==> src/core/perf_event_pkg.sv <==
// Constants and types shared by the performance-event counting block.
// Assumes a single core clock domain; all event inputs are same-clock logic.
package perf_event_pkg;

  localparam int CNT0_WIDTH     = 16;
  localparam int CNT1_WIDTH     = 16;
  localparam int CNT2_WIDTH     = 14;
  localparam int IRQ_DELAY      = 6;
  localparam int SEL_WIDTH      = 4;
  localparam int GEN_SEL_WIDTH  = 3;

  // Cache/bus unit event selection codes.
  localparam logic [3:0] SEL_READ_HIT      = 4'h0;
  localparam logic [3:0] SEL_READ_REQ      = 4'h1;
  localparam logic [3:0] SEL_DREAD_FILL    = 4'h2;
  localparam logic [3:0] SEL_IREAD_REQ     = 4'h3;
  localparam logic [3:0] SEL_DREAD_REQ     = 4'h4;
  localparam logic [3:0] SEL_WRITE_REQ     = 4'h5;
  localparam logic [3:0] SEL_MISS_FETCH    = 4'h6;
  localparam logic [3:0] SEL_DIRTY_EVICT   = 4'h7;
  localparam logic [3:0] SEL_REFILL        = 4'h8;
  localparam logic [3:0] SEL_PROBE_READ    = 4'h9;
  localparam logic [3:0] SEL_PROBE_FLUSH   = 4'hA;
  localparam logic [3:0] SEL_DREAD_HIT     = 4'hB;

  // General counter input selection codes.
  localparam logic [2:0] GSEL_ISSUE        = 3'h0;
  localparam logic [2:0] GSEL_NONISSUE     = 3'h1;
  localparam logic [2:0] GSEL_CYCLE        = 3'h2;
  localparam logic [2:0] GSEL_PIPE_DRY     = 3'h3;
  localparam logic [2:0] GSEL_PIPE_FREEZE  = 3'h4;
  localparam logic [2:0] GSEL_MISPREDICT   = 3'h5;
  localparam logic [2:0] GSEL_CACHE_MISS   = 3'h6;
  localparam logic [2:0] GSEL_INSN_CLASS   = 3'h7;

  // Translation-unit request types.
  typedef enum logic [1:0] {REQ_NONE, REQ_IREAD, REQ_DREAD, REQ_WRITE} req_type_t;

  localparam logic [15:0] CNT_RESET      = 16'h0000;
  localparam logic [2:0]  OVF_RESET      = 3'h0;

endpackage : perf_event_pkg

==> src/core/perf_event_counters.sv <==
// Three performance counters with event filtering and delayed overflow interrupt.
// Assumes event strobes are single-cycle pulses on ref_clk from on-chip logic.

`timescale 1ns/1ps
`default_nettype none

module perf_event_counters
  import perf_event_pkg::*;
#(
  parameter int W0 = perf_event_pkg::CNT0_WIDTH,
  parameter int W1 = perf_event_pkg::CNT1_WIDTH,
  parameter int W2 = perf_event_pkg::CNT2_WIDTH
)
(
  input  wire logic                               ref_clk,
  input  wire logic                               resetn,
  input  wire logic                               clkEn,
  input  wire logic                               countEnable,
  input  wire logic [perf_event_pkg::SEL_WIDTH-1:0]     sel0,
  input  wire logic [perf_event_pkg::SEL_WIDTH-1:0]     sel1,
  input  wire logic [perf_event_pkg::GEN_SEL_WIDTH-1:0] sel2,
  input  wire logic                               evIssue,
  input  wire logic                               evNonIssue,
  input  wire logic                               evPipeDry,
  input  wire logic                               evPipeFreeze,
  input  wire logic                               evMispredict,
  input  wire logic                               evCacheMiss,
  input  wire logic                               evInsnClass,
  input  wire logic                               reqValid,
  input  wire perf_event_pkg::req_type_t          reqType,
  input  wire logic                               reqIo,
  input  wire logic                               reqHit,
  input  wire logic                               victimValidDirty,
  input  wire logic                               refillValid,
  input  wire logic                               refillIo,
  input  wire logic                               refillForWrite,
  input  wire logic                               ioBlockWrite,
  input  wire logic                               probeRead,
  input  wire logic                               probeFlush,
  input  wire logic                               probeInvalidate,
  input  wire logic [2:0]                         irqClear,
  output logic [W0-1:0]                           count0,
  output logic [W1-1:0]                           count1,
  output logic [W2-1:0]                           count2,
  output logic [2:0]                              irqPending,
  output logic                                    perfIrq,
  output logic                                    missFetchCmd,
  output logic                                    missFetchIo,
  output logic                                    dirtyEvictCmd,
  output logic                                    forwardToCaches,
  output logic                                    mergeWriteData,
  output logic [15:0]                             outstandingFetch
);

  // ==========================================================================
  // State
  // ==========================================================================
  typedef struct packed {
    logic [W0-1:0]        c0;
    logic [W1-1:0]        c1;
    logic [W2-1:0]        c2;
    logic [2:0]           ovf;
    logic [IRQ_DELAY-1:0] ovfPipe0;
    logic [IRQ_DELAY-1:0] ovfPipe1;
    logic [IRQ_DELAY-1:0] ovfPipe2;
    logic                 irq;
    logic                 mf;
    logic                 mfIo;
    logic                 de;
    logic                 fwd;
    logic                 mrg;
    logic [15:0]          pend;
  } state_t;

  state_t cur;
  state_t next_cur;

  // ==========================================================================
  // Event selection
  // ==========================================================================
  function automatic logic cbuEvent(
    input logic [SEL_WIDTH-1:0] sel,
    input logic                 rdHit,
    input logic                 rdReq,
    input logic                 dFill,
    input logic                 iReq,
    input logic                 dReq,
    input logic                 wReq,
    input logic                 mfc,
    input logic                 dev,
    input logic                 rfl,
    input logic                 pr,
    input logic                 pf,
    input logic                 dHit
  );
    logic r;
    r = 1'b0;
    if (sel == SEL_READ_HIT)         r = rdHit;
    else if (sel == SEL_READ_REQ)    r = rdReq;
    else if (sel == SEL_DREAD_FILL)  r = dFill;
    else if (sel == SEL_IREAD_REQ)   r = iReq;
    else if (sel == SEL_DREAD_REQ)   r = dReq;
    else if (sel == SEL_WRITE_REQ)   r = wReq;
    else if (sel == SEL_MISS_FETCH)  r = mfc;
    else if (sel == SEL_DIRTY_EVICT) r = dev;
    else if (sel == SEL_REFILL)      r = rfl;
    else if (sel == SEL_PROBE_READ)  r = pr;
    else if (sel == SEL_PROBE_FLUSH) r = pf;
    else if (sel == SEL_DREAD_HIT)   r = dHit;
    return r;
  endfunction : cbuEvent

  logic cacheReq;
  logic iRd;
  logic dRd;
  logic wr;
  logic rdAll;
  logic miss;
  logic ev0;
  logic ev1;
  logic ev2;
  logic cntRefill;
  logic cntMissFetch;
  logic cntEvict;
  logic rdHitEv;
  logic dFillEv;
  logic dHitEv;

  always_comb
  begin
    cacheReq     = reqValid && !reqIo;
    iRd          = cacheReq && (reqType == REQ_IREAD);
    dRd          = cacheReq && (reqType == REQ_DREAD);
    wr           = cacheReq && (reqType == REQ_WRITE);
    rdAll        = iRd || dRd;
    miss         = reqValid && (reqType != REQ_NONE) && !reqHit;
    cntMissFetch = miss && !reqIo;
    cntEvict     = miss && !reqIo && victimValidDirty;
    cntRefill    = refillValid && !refillIo;
    rdHitEv      = rdAll && reqHit;
    dFillEv      = dRd && cntRefill;
    dHitEv       = dRd && reqHit;
    // Block writes and probe-invalidates have no selection code at all.
    ev0 = cbuEvent(sel0,
                   rdHitEv,
                   rdAll,
                   dFillEv,
                   iRd,
                   dRd,
                   wr,
                   cntMissFetch,
                   cntEvict,
                   cntRefill,
                   probeRead,
                   probeFlush,
                   dHitEv);
    ev1 = cbuEvent(sel1,
                   rdHitEv,
                   rdAll,
                   dFillEv,
                   iRd,
                   dRd,
                   wr,
                   cntMissFetch,
                   cntEvict,
                   cntRefill,
                   probeRead,
                   probeFlush,
                   dHitEv);
    case (sel2)
      GSEL_ISSUE:       ev2 = evIssue;
      GSEL_NONISSUE:    ev2 = evNonIssue;
      GSEL_CYCLE:       ev2 = 1'b1;
      GSEL_PIPE_DRY:    ev2 = evPipeDry;
      GSEL_PIPE_FREEZE: ev2 = evPipeFreeze;
      GSEL_MISPREDICT:  ev2 = evMispredict;
      GSEL_CACHE_MISS:  ev2 = evCacheMiss;
      default:          ev2 = evInsnClass;
    endcase
  end

  // ==========================================================================
  // Next state
  // ==========================================================================
  logic [2:0] wrapNow;
  logic [2:0] ovfArrive;

  always_comb
  begin
    next_cur = cur;
    // A wrap is taken from the all-ones value so the pipe starts on the event.
    wrapNow  = 3'h0;
    if (countEnable && ev0)
    begin
      wrapNow[0]  = &cur.c0;
      next_cur.c0 = cur.c0 + W0'(1);
    end
    if (countEnable && ev1)
    begin
      wrapNow[1]  = &cur.c1;
      next_cur.c1 = cur.c1 + W1'(1);
    end
    if (countEnable && ev2)
    begin
      wrapNow[2]  = &cur.c2;
      next_cur.c2 = cur.c2 + W2'(1);
    end
    // The overflow travels six stages so the interrupt lags the event.
    next_cur.ovfPipe0 = {cur.ovfPipe0[IRQ_DELAY-2:0], wrapNow[0]};
    next_cur.ovfPipe1 = {cur.ovfPipe1[IRQ_DELAY-2:0], wrapNow[1]};
    next_cur.ovfPipe2 = {cur.ovfPipe2[IRQ_DELAY-2:0], wrapNow[2]};
    ovfArrive[0] = cur.ovfPipe0[IRQ_DELAY-1];
    ovfArrive[1] = cur.ovfPipe1[IRQ_DELAY-1];
    ovfArrive[2] = cur.ovfPipe2[IRQ_DELAY-1];
    // An arriving overflow wins over a clear in the same cycle.
    next_cur.ovf = ovfArrive | (cur.ovf & ~irqClear);
    next_cur.irq = |next_cur.ovf;

    // Miss handling: a miss fetches, a dirty victim of a non-I/O miss is also evicted.
    // Same-type merged misses arrive here as one request.
    next_cur.mf   = miss;
    next_cur.mfIo = miss && reqIo;
    next_cur.de   = miss && !reqIo && victimValidDirty;
    next_cur.fwd = refillValid && !refillForWrite;
    next_cur.mrg = refillValid && refillForWrite;
    // A miss and a refill in one cycle cancel, so the count stands.
    // The decrement stops at zero so a stray refill cannot wrap it.
    if (miss && !refillValid)
    begin
      next_cur.pend = cur.pend + 16'h0001;
    end
    else if (!miss && refillValid && (cur.pend != 16'h0000))
    begin
      next_cur.pend = cur.pend - 16'h0001;
    end
  end

  // ==========================================================================
  // Registers
  // ==========================================================================
  always_ff @(posedge ref_clk)
  begin
    if (!resetn)
    begin
      cur              <= '0;
      cur.c0           <= CNT_RESET[W0-1:0];
      cur.c1           <= CNT_RESET[W1-1:0];
      cur.c2           <= CNT_RESET[W2-1:0];
      cur.ovf          <= OVF_RESET;
    end
    else if (clkEn)
    begin
      // A low enable freezes the counters and the delay pipe alike.
      cur <= next_cur;
    end
  end

  // ==========================================================================
  // Outputs
  // ==========================================================================
  assign count0           = cur.c0;
  assign count1           = cur.c1;
  assign count2           = cur.c2;
  assign irqPending       = cur.ovf;
  assign perfIrq          = cur.irq;
  assign missFetchCmd     = cur.mf;
  assign missFetchIo      = cur.mfIo;
  assign dirtyEvictCmd    = cur.de;
  assign forwardToCaches  = cur.fwd;
  assign mergeWriteData   = cur.mrg;
  assign outstandingFetch = cur.pend;

endmodule : perf_event_counters

`default_nettype wire

==> config.mk <==
export PLATFORM = sky130hd
export DESIGN_NAME = perf_event_counters
export DESIGN_NICKNAME = d
export VERILOG_FILES = /design/src/core/perf_event_pkg.sv /design/src/core/perf_event_counters.sv
export SDC_FILE = /design/constraint.sdc
export NUM_CORES = 1
export LEC_CHECK = 0
export BUFFER_PORTS_ARGS = -buffer_cell sky130_fd_sc_hd__buf_2
export CELL_PAD_IN_SITES_DETAIL_PLACEMENT = 1
export CELL_PAD_IN_SITES_GLOBAL_PLACEMENT = 2
export CORE_MARGIN = 2
export CORE_UTILIZATION = 33
export DETAILED_ROUTE_END_ITERATION = 12
export GPL_ROUTABILITY_DRIVEN = 0
export PLACE_DENSITY = 0.81
export SLEW_MARGIN = 15
export SYNTH_ARGS = -nofsm -noshare
export SYNTH_HDL_FRONTEND = slang
export SYNTH_SLANG_ARGS = --single-unit
==> constraint.sdc <==
create_clock -name ref_clk -period 5.1 [get_ports ref_clk]
set_input_delay 1.53 -clock ref_clk [delete_from_list [all_inputs] [get_ports ref_clk]]
set_output_delay 1.53 -clock ref_clk [all_outputs]
set_load 0.005 [all_outputs]
==> results by group, run 1 <==
Floorplanning
  – IO Pins: 109
  – Die width: 131 um
  – Initial Util: 33.8%
  – Die Area: about 17000 um2
  – Die height: 131 um
  – Core ar.: 15900 um2
  – Row Count: 46

Worst setup path
  – Crit Path Class: in2reg
  – Critical Path Fanout Max: 10
  – WP data required: ~5400 ps
  – CP Data Arrival Time: just under 5000 ps
  – Setup crit end kind: flip-flop
  – Critical path launch point type: input port

Yosys
  – Area contributors post-synth: dfxtp_1 (33%), buf_4 (9.2%), mux2i_1 (6.3%)
  – Post-synthesis sequential area ratio: 33.2%
  – Post-synth EDFFs: 0
  – Yosys warns: 0
  – FFs w/ async S/R, synth: 0%
  – Synth Cell Area: between 5000 and 6000 um2
  – Largest area contributor in the netlist: dfxtp_1
  – Yosys top cell area share: 33.2%
  – Predominant post-synthesis flop cell: dfxtp_1
  – Synth Net Count: 682
  – Netlist cell types: 70
  – Post-Syn Instances: about 630
  – Syn avg cell area: 8.56 um2
  – Register bit total from synthesis: between 80 and 90

Timing
  – Max frequency: between 200 and 250 MHz
  – Final hold vios: 0
  – Final WS setup: 531 ps
  – Setup TNS: 0 ps
  – Least-Margin Pin Slew: approximately 550 ps
  – Final Max Slew Viols: 0
  – Period minus WS final: around 4600 ps
  – Setup Skew: 6.05 ps
  – RSZ-0062 raised after global routing: no
  – Slew headroom: 63.2%
  – Final setup fails: 0
  – Tcrit/Tclk final: 89.6%

Flow run
  – Max-Cap Viols: 0

Route
  – Remaining routing DRC violations: 0
  – DRT iter0 DRCs: 85
  – Vias: 4530
  – Drt wl/cell: 15.6 um
  – Via-per-instance ratio: 5.12
  – Routed Wire Length: 13.8 mm
  – Post-route ant nets: 0
  – Initial DRT Pass Iterations: 4

Placement
  – Placed wire-length estimate: 10.4 mm
  – Dpl cells: about 870
  – Port bufs: roughly 110
  – Setup WS pre-CTS: 208 ps

Clock network
  – Htree depth: 3
  – CTS buffer count: 9
  – Sink Count: 89
  – Post-CTS resize count: 0
  – Post-CTS Hold Fix Bufs: 0
  – Post-CTS Setup Inserts: 0
  – CTS tree: built
  – Clock Path Buffers: 2
  – Clock Pin Slew Worst Setup and Hold Paths: 70 ps
  – Clock root cell: clkbuf_16
  – Worst skew pair latency: 340 ps

Hold path
  – Hold Crit Class: reg2reg

Global route
  – First-pass GRT wire length: 23.0 mm
  – GRT Util Overall: 16.1%
  – Initial antenna violation count: 0
  – Vias in the first global route: 4665
  – Total grt overflow: 0
  – Largest net degree at the start of global routing: 30

Power
  – Total power: about 2.4 mW
  – Ratio of total power to cell area: 404 nW/um2
  – P_leak: 2.46 nW
  – Peak supply drop: approximately 0.18 mV

Cells and area
  – Diodes inserted: 0
  – Final Non-Filler Cells: 885
  – Fin util: 37.5%
  – Fraction of layout cells with a size suffix above 1: 22.6%
  – Area delta synth->final: 11.2%
  – Final nets: 720

Status
  – Status: finished clean
[synthesized netlist by cell type (4+ instances only)]
master	n
nor2_1	69
nand2b_1	13
and4_1	4
buf_4	66
a21o_1	9
xor2_1	13
or4_1	5
nor4_1	14
o21bai_1	5
nand3b_1	4
or3_1	7
dfxtp_1	89
nand4_1	14
o31ai_1	5
and2_1	6
xnor2_1	22
a21oi_1	35
a31oi_1	5
mux2i_1	34
clkbuf_1	13
a211oi_1	6
and3_1	6
ha_1	17
nand3_1	23
o21ai_0	14
nor2b_1	9
inv_1	18
nand2_1	31
nor3_1	11
[worst paths after layout]
| kind | end | slack, ps | from | cells past startpoint |
|---|---|---|---|---|
| worst min-delay path | forwardToCaches$_SDFFE_PN0P_ | 470 | forwardToCaches$_SDFFE_PN0P_ | 2 |
| worst max register to register | outstandingFetch[15]$_SDFFE_PN0P_ | 2340 | outstandingFetch[1]$_SDFFE_PN0P_ | 8 |
| worst min register to register | forwardToCaches$_SDFFE_PN0P_ | 470 | forwardToCaches$_SDFFE_PN0P_ | 2 |
| worst max-delay path | outstandingFetch[15]$_SDFFE_PN0P_ | 530 | reqHit | 13 |
[sequential cells by signal, summed over array words and instances, names as in the netlist]
signal,flops
forwardToCaches,1
perfIrq,1
dirtyEvictCmd,1
irqPending,3
cur,18
missFetchCmd,1
count1,16
count2,14
mergeWriteData,1
count0,16
missFetchIo,1
outstandingFetch,16
[cell type report]
| type | count | area [um2] |
|---|---|---|
| clock buffers | 10 | 229 |
| fillers | 1942 | 9920 |
| well taps | 216 | 270 |
| repair buffers | 113 | 583 |
| multi-input cells | 432 | 2930 |
| flip-flops and latches | 89 | 1780 |
| clock inverters | 6 | 96.3 |
| inverters | 19 | 71.3 |
[power by group]
part	switching, mW	internal (mW)
logic	0.460	0.399
clock network	0.303	0.437
registers	0.0612	0.747
total	0.824	1.58
[layer usage]
| layer | up-vias | GRT usage [%] | part of all wire [%] |
|---|---|---|---|
| li1 | 2243 | - | - |
| met1 | 2185 | 19.0 | 45 |
| met2 | 84 | 28.4 | 49 |
| met3 | 18 | 3.94 | 4.3 |
| met4 | 0 | 5.74 | 1.9 |
| met5 | - | 0 | 0 |
[per-stage QoR]
stage | area (um2) | hold slack, ps
2_1_floorplan | 5360 | 446
3_3_place_gp | 5640 | 456
3_5_place_dp | 5640 | 463
4_1_cts | 5960 | 473
5_1_grt | 5960 | 500
6_report | 5960 | 470
[logic make-up after synthesis]
family / after synthesis / share of synthesized area [%]
buffers and inverters: 105 / 12.2
flip-flops: 89 / 33.2
AO/OA/AOI/OAI: 114 / 14.5
adder cells (fa/ha/maj): 18 / 4.34
XOR/XNOR: 35 / 5.72
multiplexers: 35 / 6.77
AND/OR/NAND/NOR: 230 / 23.3
[placed cells by master, fill, tap and decap left out, types with 3 or more instances in the layout]
master     count
a21o_1         9
nand3b_1       4
buf_4          7
o21ai_0       14
nor3_1        11
a31o_2         3
nor4_1        14
and4_1         4
a21oi_2        3
and3_1         6
and2_1         6
nand4_1       14
nor2b_1        9
nand2_1       31
buf_2        106
nand2b_1      13
nand3_1       23
or4_1          5
mux2i_1       34
xor2_1        13
o31ai_1        5
a211oi_1       6
a311oi_1       3
dfxtp_1       89
nor2_1        69
or3_1          7
ha_1          17
clkbuf_16      9
a31oi_1        5
a21oi_1       35
xnor2_1       22
inv_1         18
o21bai_1       5
[critical path, cell delays in order]
cell and delay [ps]:
buf_2 130, o21ba_2 270, and2_1 180, nor2b_1 190, inv_1 210, ha_1 360, a211oi_1 310, o21a_1 210
nor3_1 80, or4_4 560, a311oi_1 340, mux2i_1 270, mux2i_1 190
Power figures use the tool's default switching activity.
==> inputs of run 2 (changes only) <==
==> constraint.sdc (replaced) <==
create_clock -name ref_clk -period 5.1 [get_ports ref_clk]
set_input_delay 0 -clock ref_clk [delete_from_list [all_inputs] [get_ports ref_clk]]
set_output_delay 0 -clock ref_clk [all_outputs]
set_load 0.005 [all_outputs]
==> run 2 against run 1 <==
  * Global-route usage increased by 0.12 points
  * Final cell count did not move
  * Setup slack gained 1300 ps
  * Via count down 0.44%
  * Clock-buffer cell count unchanged
  * Clock skew rose by 2.3 ps
  * Wire length down 0.51%
  * Non-clock buffer count stayed put
  * Utilization stayed put
==> results by group, run 2 (same netlist as run 1, synthesis figures left out) <==
Global route
  – GRT Util Overall: between 10% and 20%
  – Vias in the first global route: 4698
  – Initial antenna violation count: 0
  – Total grt overflow: 0
  – Largest net degree at the start of global routing: 57
  – First-pass GRT wire length: between 20 and 25 mm

Floorplanning
  – Die height: 131 um
  – IO Pins: between 100 and 150
  – Row Count: 46
  – Core ar.: 15900 um2
  – Die Area: 17300 um2
  – Initial Util: 33.8%
  – Die width: 131 um

Cells and area
  – Fraction of layout cells with a size suffix above 1: approximately 22%
  – Final nets: 720
  – Area delta synth->final: 11.2%
  – Largest register FFs: 18
  – Most flop-heavy register: cur
  – FILL cells: ~2000
  – Diodes inserted: 0
  – Most common cell after layout, fill and taps aside: buf_2
  – Commonest cells after routing, fill and taps aside: buf_2 (106), dfxtp_1 (89), nor2_1 (69)

Timing
  – Slew headroom: 26.0%
  – Fin Hold WS: about 23 ps
  – Period minus WS final: 3280 ps
  – Tcrit/Tclk final: 64.4%
  – Max frequency: 304 MHz
  – Setup Skew: a little over 8 ps
  – RSZ-0062 raised after global routing: no
  – Final hold vios: 0
  – Final setup fails: 0
  – Final WS setup: 1820 ps
  – Setup TNS: 0 ps
  – Final Max Slew Viols: 0
  – Least-Margin Pin Slew: 1110 ps

Route
  – Routed Wire Length: about 14 mm
  – Drt wl/cell: 15.5 um
  – Via-per-instance ratio: 5.10
  – Post-route ant nets: 0
  – Vias: 4510
  – Remaining routing DRC violations: 0
  – Initial DRT Pass Iterations: 6
  – DRT iter0 DRCs: 153

Worst setup path
  – Slowest cell on crit path: or4_4
  – Critical path launch point type: input port
  – Critical Path Fanout Max: 17
  – CP startpoint: reqType[1]
  – Cell mode on critical path: mux2i_1
  – Cell family with most CP delay: simple AND/OR/NAND/NOR gates
  – WP data required: 5380 ps
  – RR Startpoint: outstandingFetch[1]$_SDFFE_PN0P_
  – FF-to-FF path depth: 8
  – Buf/Inv on CP: 2
  – Crit Path Class: in2reg
  – CP Cell Sequence: buf_2 > o21ba_2 > and2_1 > nor2b_1 > inv_1 > ha_1 > o21ai_0 > o21a_1 > nor3_1 > or4_4 > a311oi_1 > mux2i_1 > mux2i_1
  – Crit path depth: 13
  – CP max stage delay: around 560 ps
  – Setup crit end kind: flip-flop
  – CP Data Arrival Time: around 3600 ps

Placement
  – Setup WS pre-CTS: roughly 1500 ps
  – Port bufs: 106
  – Placed wire-length estimate: 10.1 mm

Clock network
  – Htree depth: 3
  – Clock Pin Slew Worst Setup and Hold Paths: ~70 ps
  – Clock Path Buffers: 2
  – Worst skew pair latency: 340 ps
  – Clock root cell: clkbuf_16
  – Sink Count: 89
  – Post-CTS resize count: 0
  – CTS buffer count: 9
  – CTS tree: built

Hold path
  – Hold wc startpoint: refillValid
  – Worst hold stages: 3
  – Hold Crit Class: in2reg

Power
  – Peak supply drop: 0.147 mV
  – Ratio of total power to cell area: 395 nW/um2
  – P_leak: about 2.5 nW

Flow run
  – Max-Cap Viols: 0

Status
  – Status: finished clean
==> run 2: changes by cell type in the layout (fill, tap and decap cells not counted), sizes merged <==
cell,previous run,this run
bufinv,2,1
clkinvlp,1,2
dlygate4sd3,0,5
buf,113,108
==> run 2: area by class of cell <==
| class | count | area [um2] | area share, % |
|---|---|---|---|
| clock buffers | 10 | 239 | 4.01 |
| inverters | 19 | 71.3 | 1.20 |
| well taps | 216 | 270 | 4.53 |
| flip-flops and latches | 89 | 1780 | 29.9 |
| repair buffers | 113 | 596 | 9.99 |
| clock inverters | 6 | 73.8 | 1.24 |
| multi-input cells | 432 | 2930 | 49.2 |
==> run 2: final timing paths <==
path                                                     endpoint  slack (ps)
worst max-delay path            outstandingFetch[15]$_SDFFE_PN0P_        1820
worst min-delay path                  mergeWriteData$_SDFFE_PN0P_          20
worst max register to register  outstandingFetch[15]$_SDFFE_PN0P_        2380
worst min register to register         dirtyEvictCmd$_SDFFE_PN0P_         480
==> run 2: per-stage QoR <==
step	total power, mW	utilization, %	instance area [um2]	std cells
final	2.35	37.5	5960	885
after global routing	2.52	37.5	5960	885
after CTS	2.38	37.5	5960	885
after detailed placement	1.66	35.2	5600	864
after global placement	1.63	35.2	5600	864
after floorplan	1.51	-	5360	626
==> run 2: repair_timing <==
| action | CTS | global route |
|---|---|---|
| hold endpoints to repair | 6 | 0 |
| hold buffers | 5 | 0 |
| setup buffers | 0 | 0 |
==> run 2: tightest hold or removal path: cells and delay by family <==
family / cells / cell delay, ps
compound gates: 1 / 60
buf+inv: 1 / 160
simple gates: 1 / 90
==> run 2: report_power, final <==
group          leakage [nW]  total, mW  switching (mW)  internal (mW)
Combinational          1.59      0.841           0.444          0.397
Sequential            0.720      0.808          0.0615          0.747
Clock                 0.148      0.705           0.304          0.401
==> run 2: routing by layer <==
layer | vias up | routed length, um | track usage [%]
met1 | 2166 | 6110 | 19.0
li1 | 2245 | - | -
met5 | - | 0 | 0
met2 | 82 | 6760 | 28.9
met4 | 0 | 245 | 5.62
met3 | 17 | 616 | 3.90
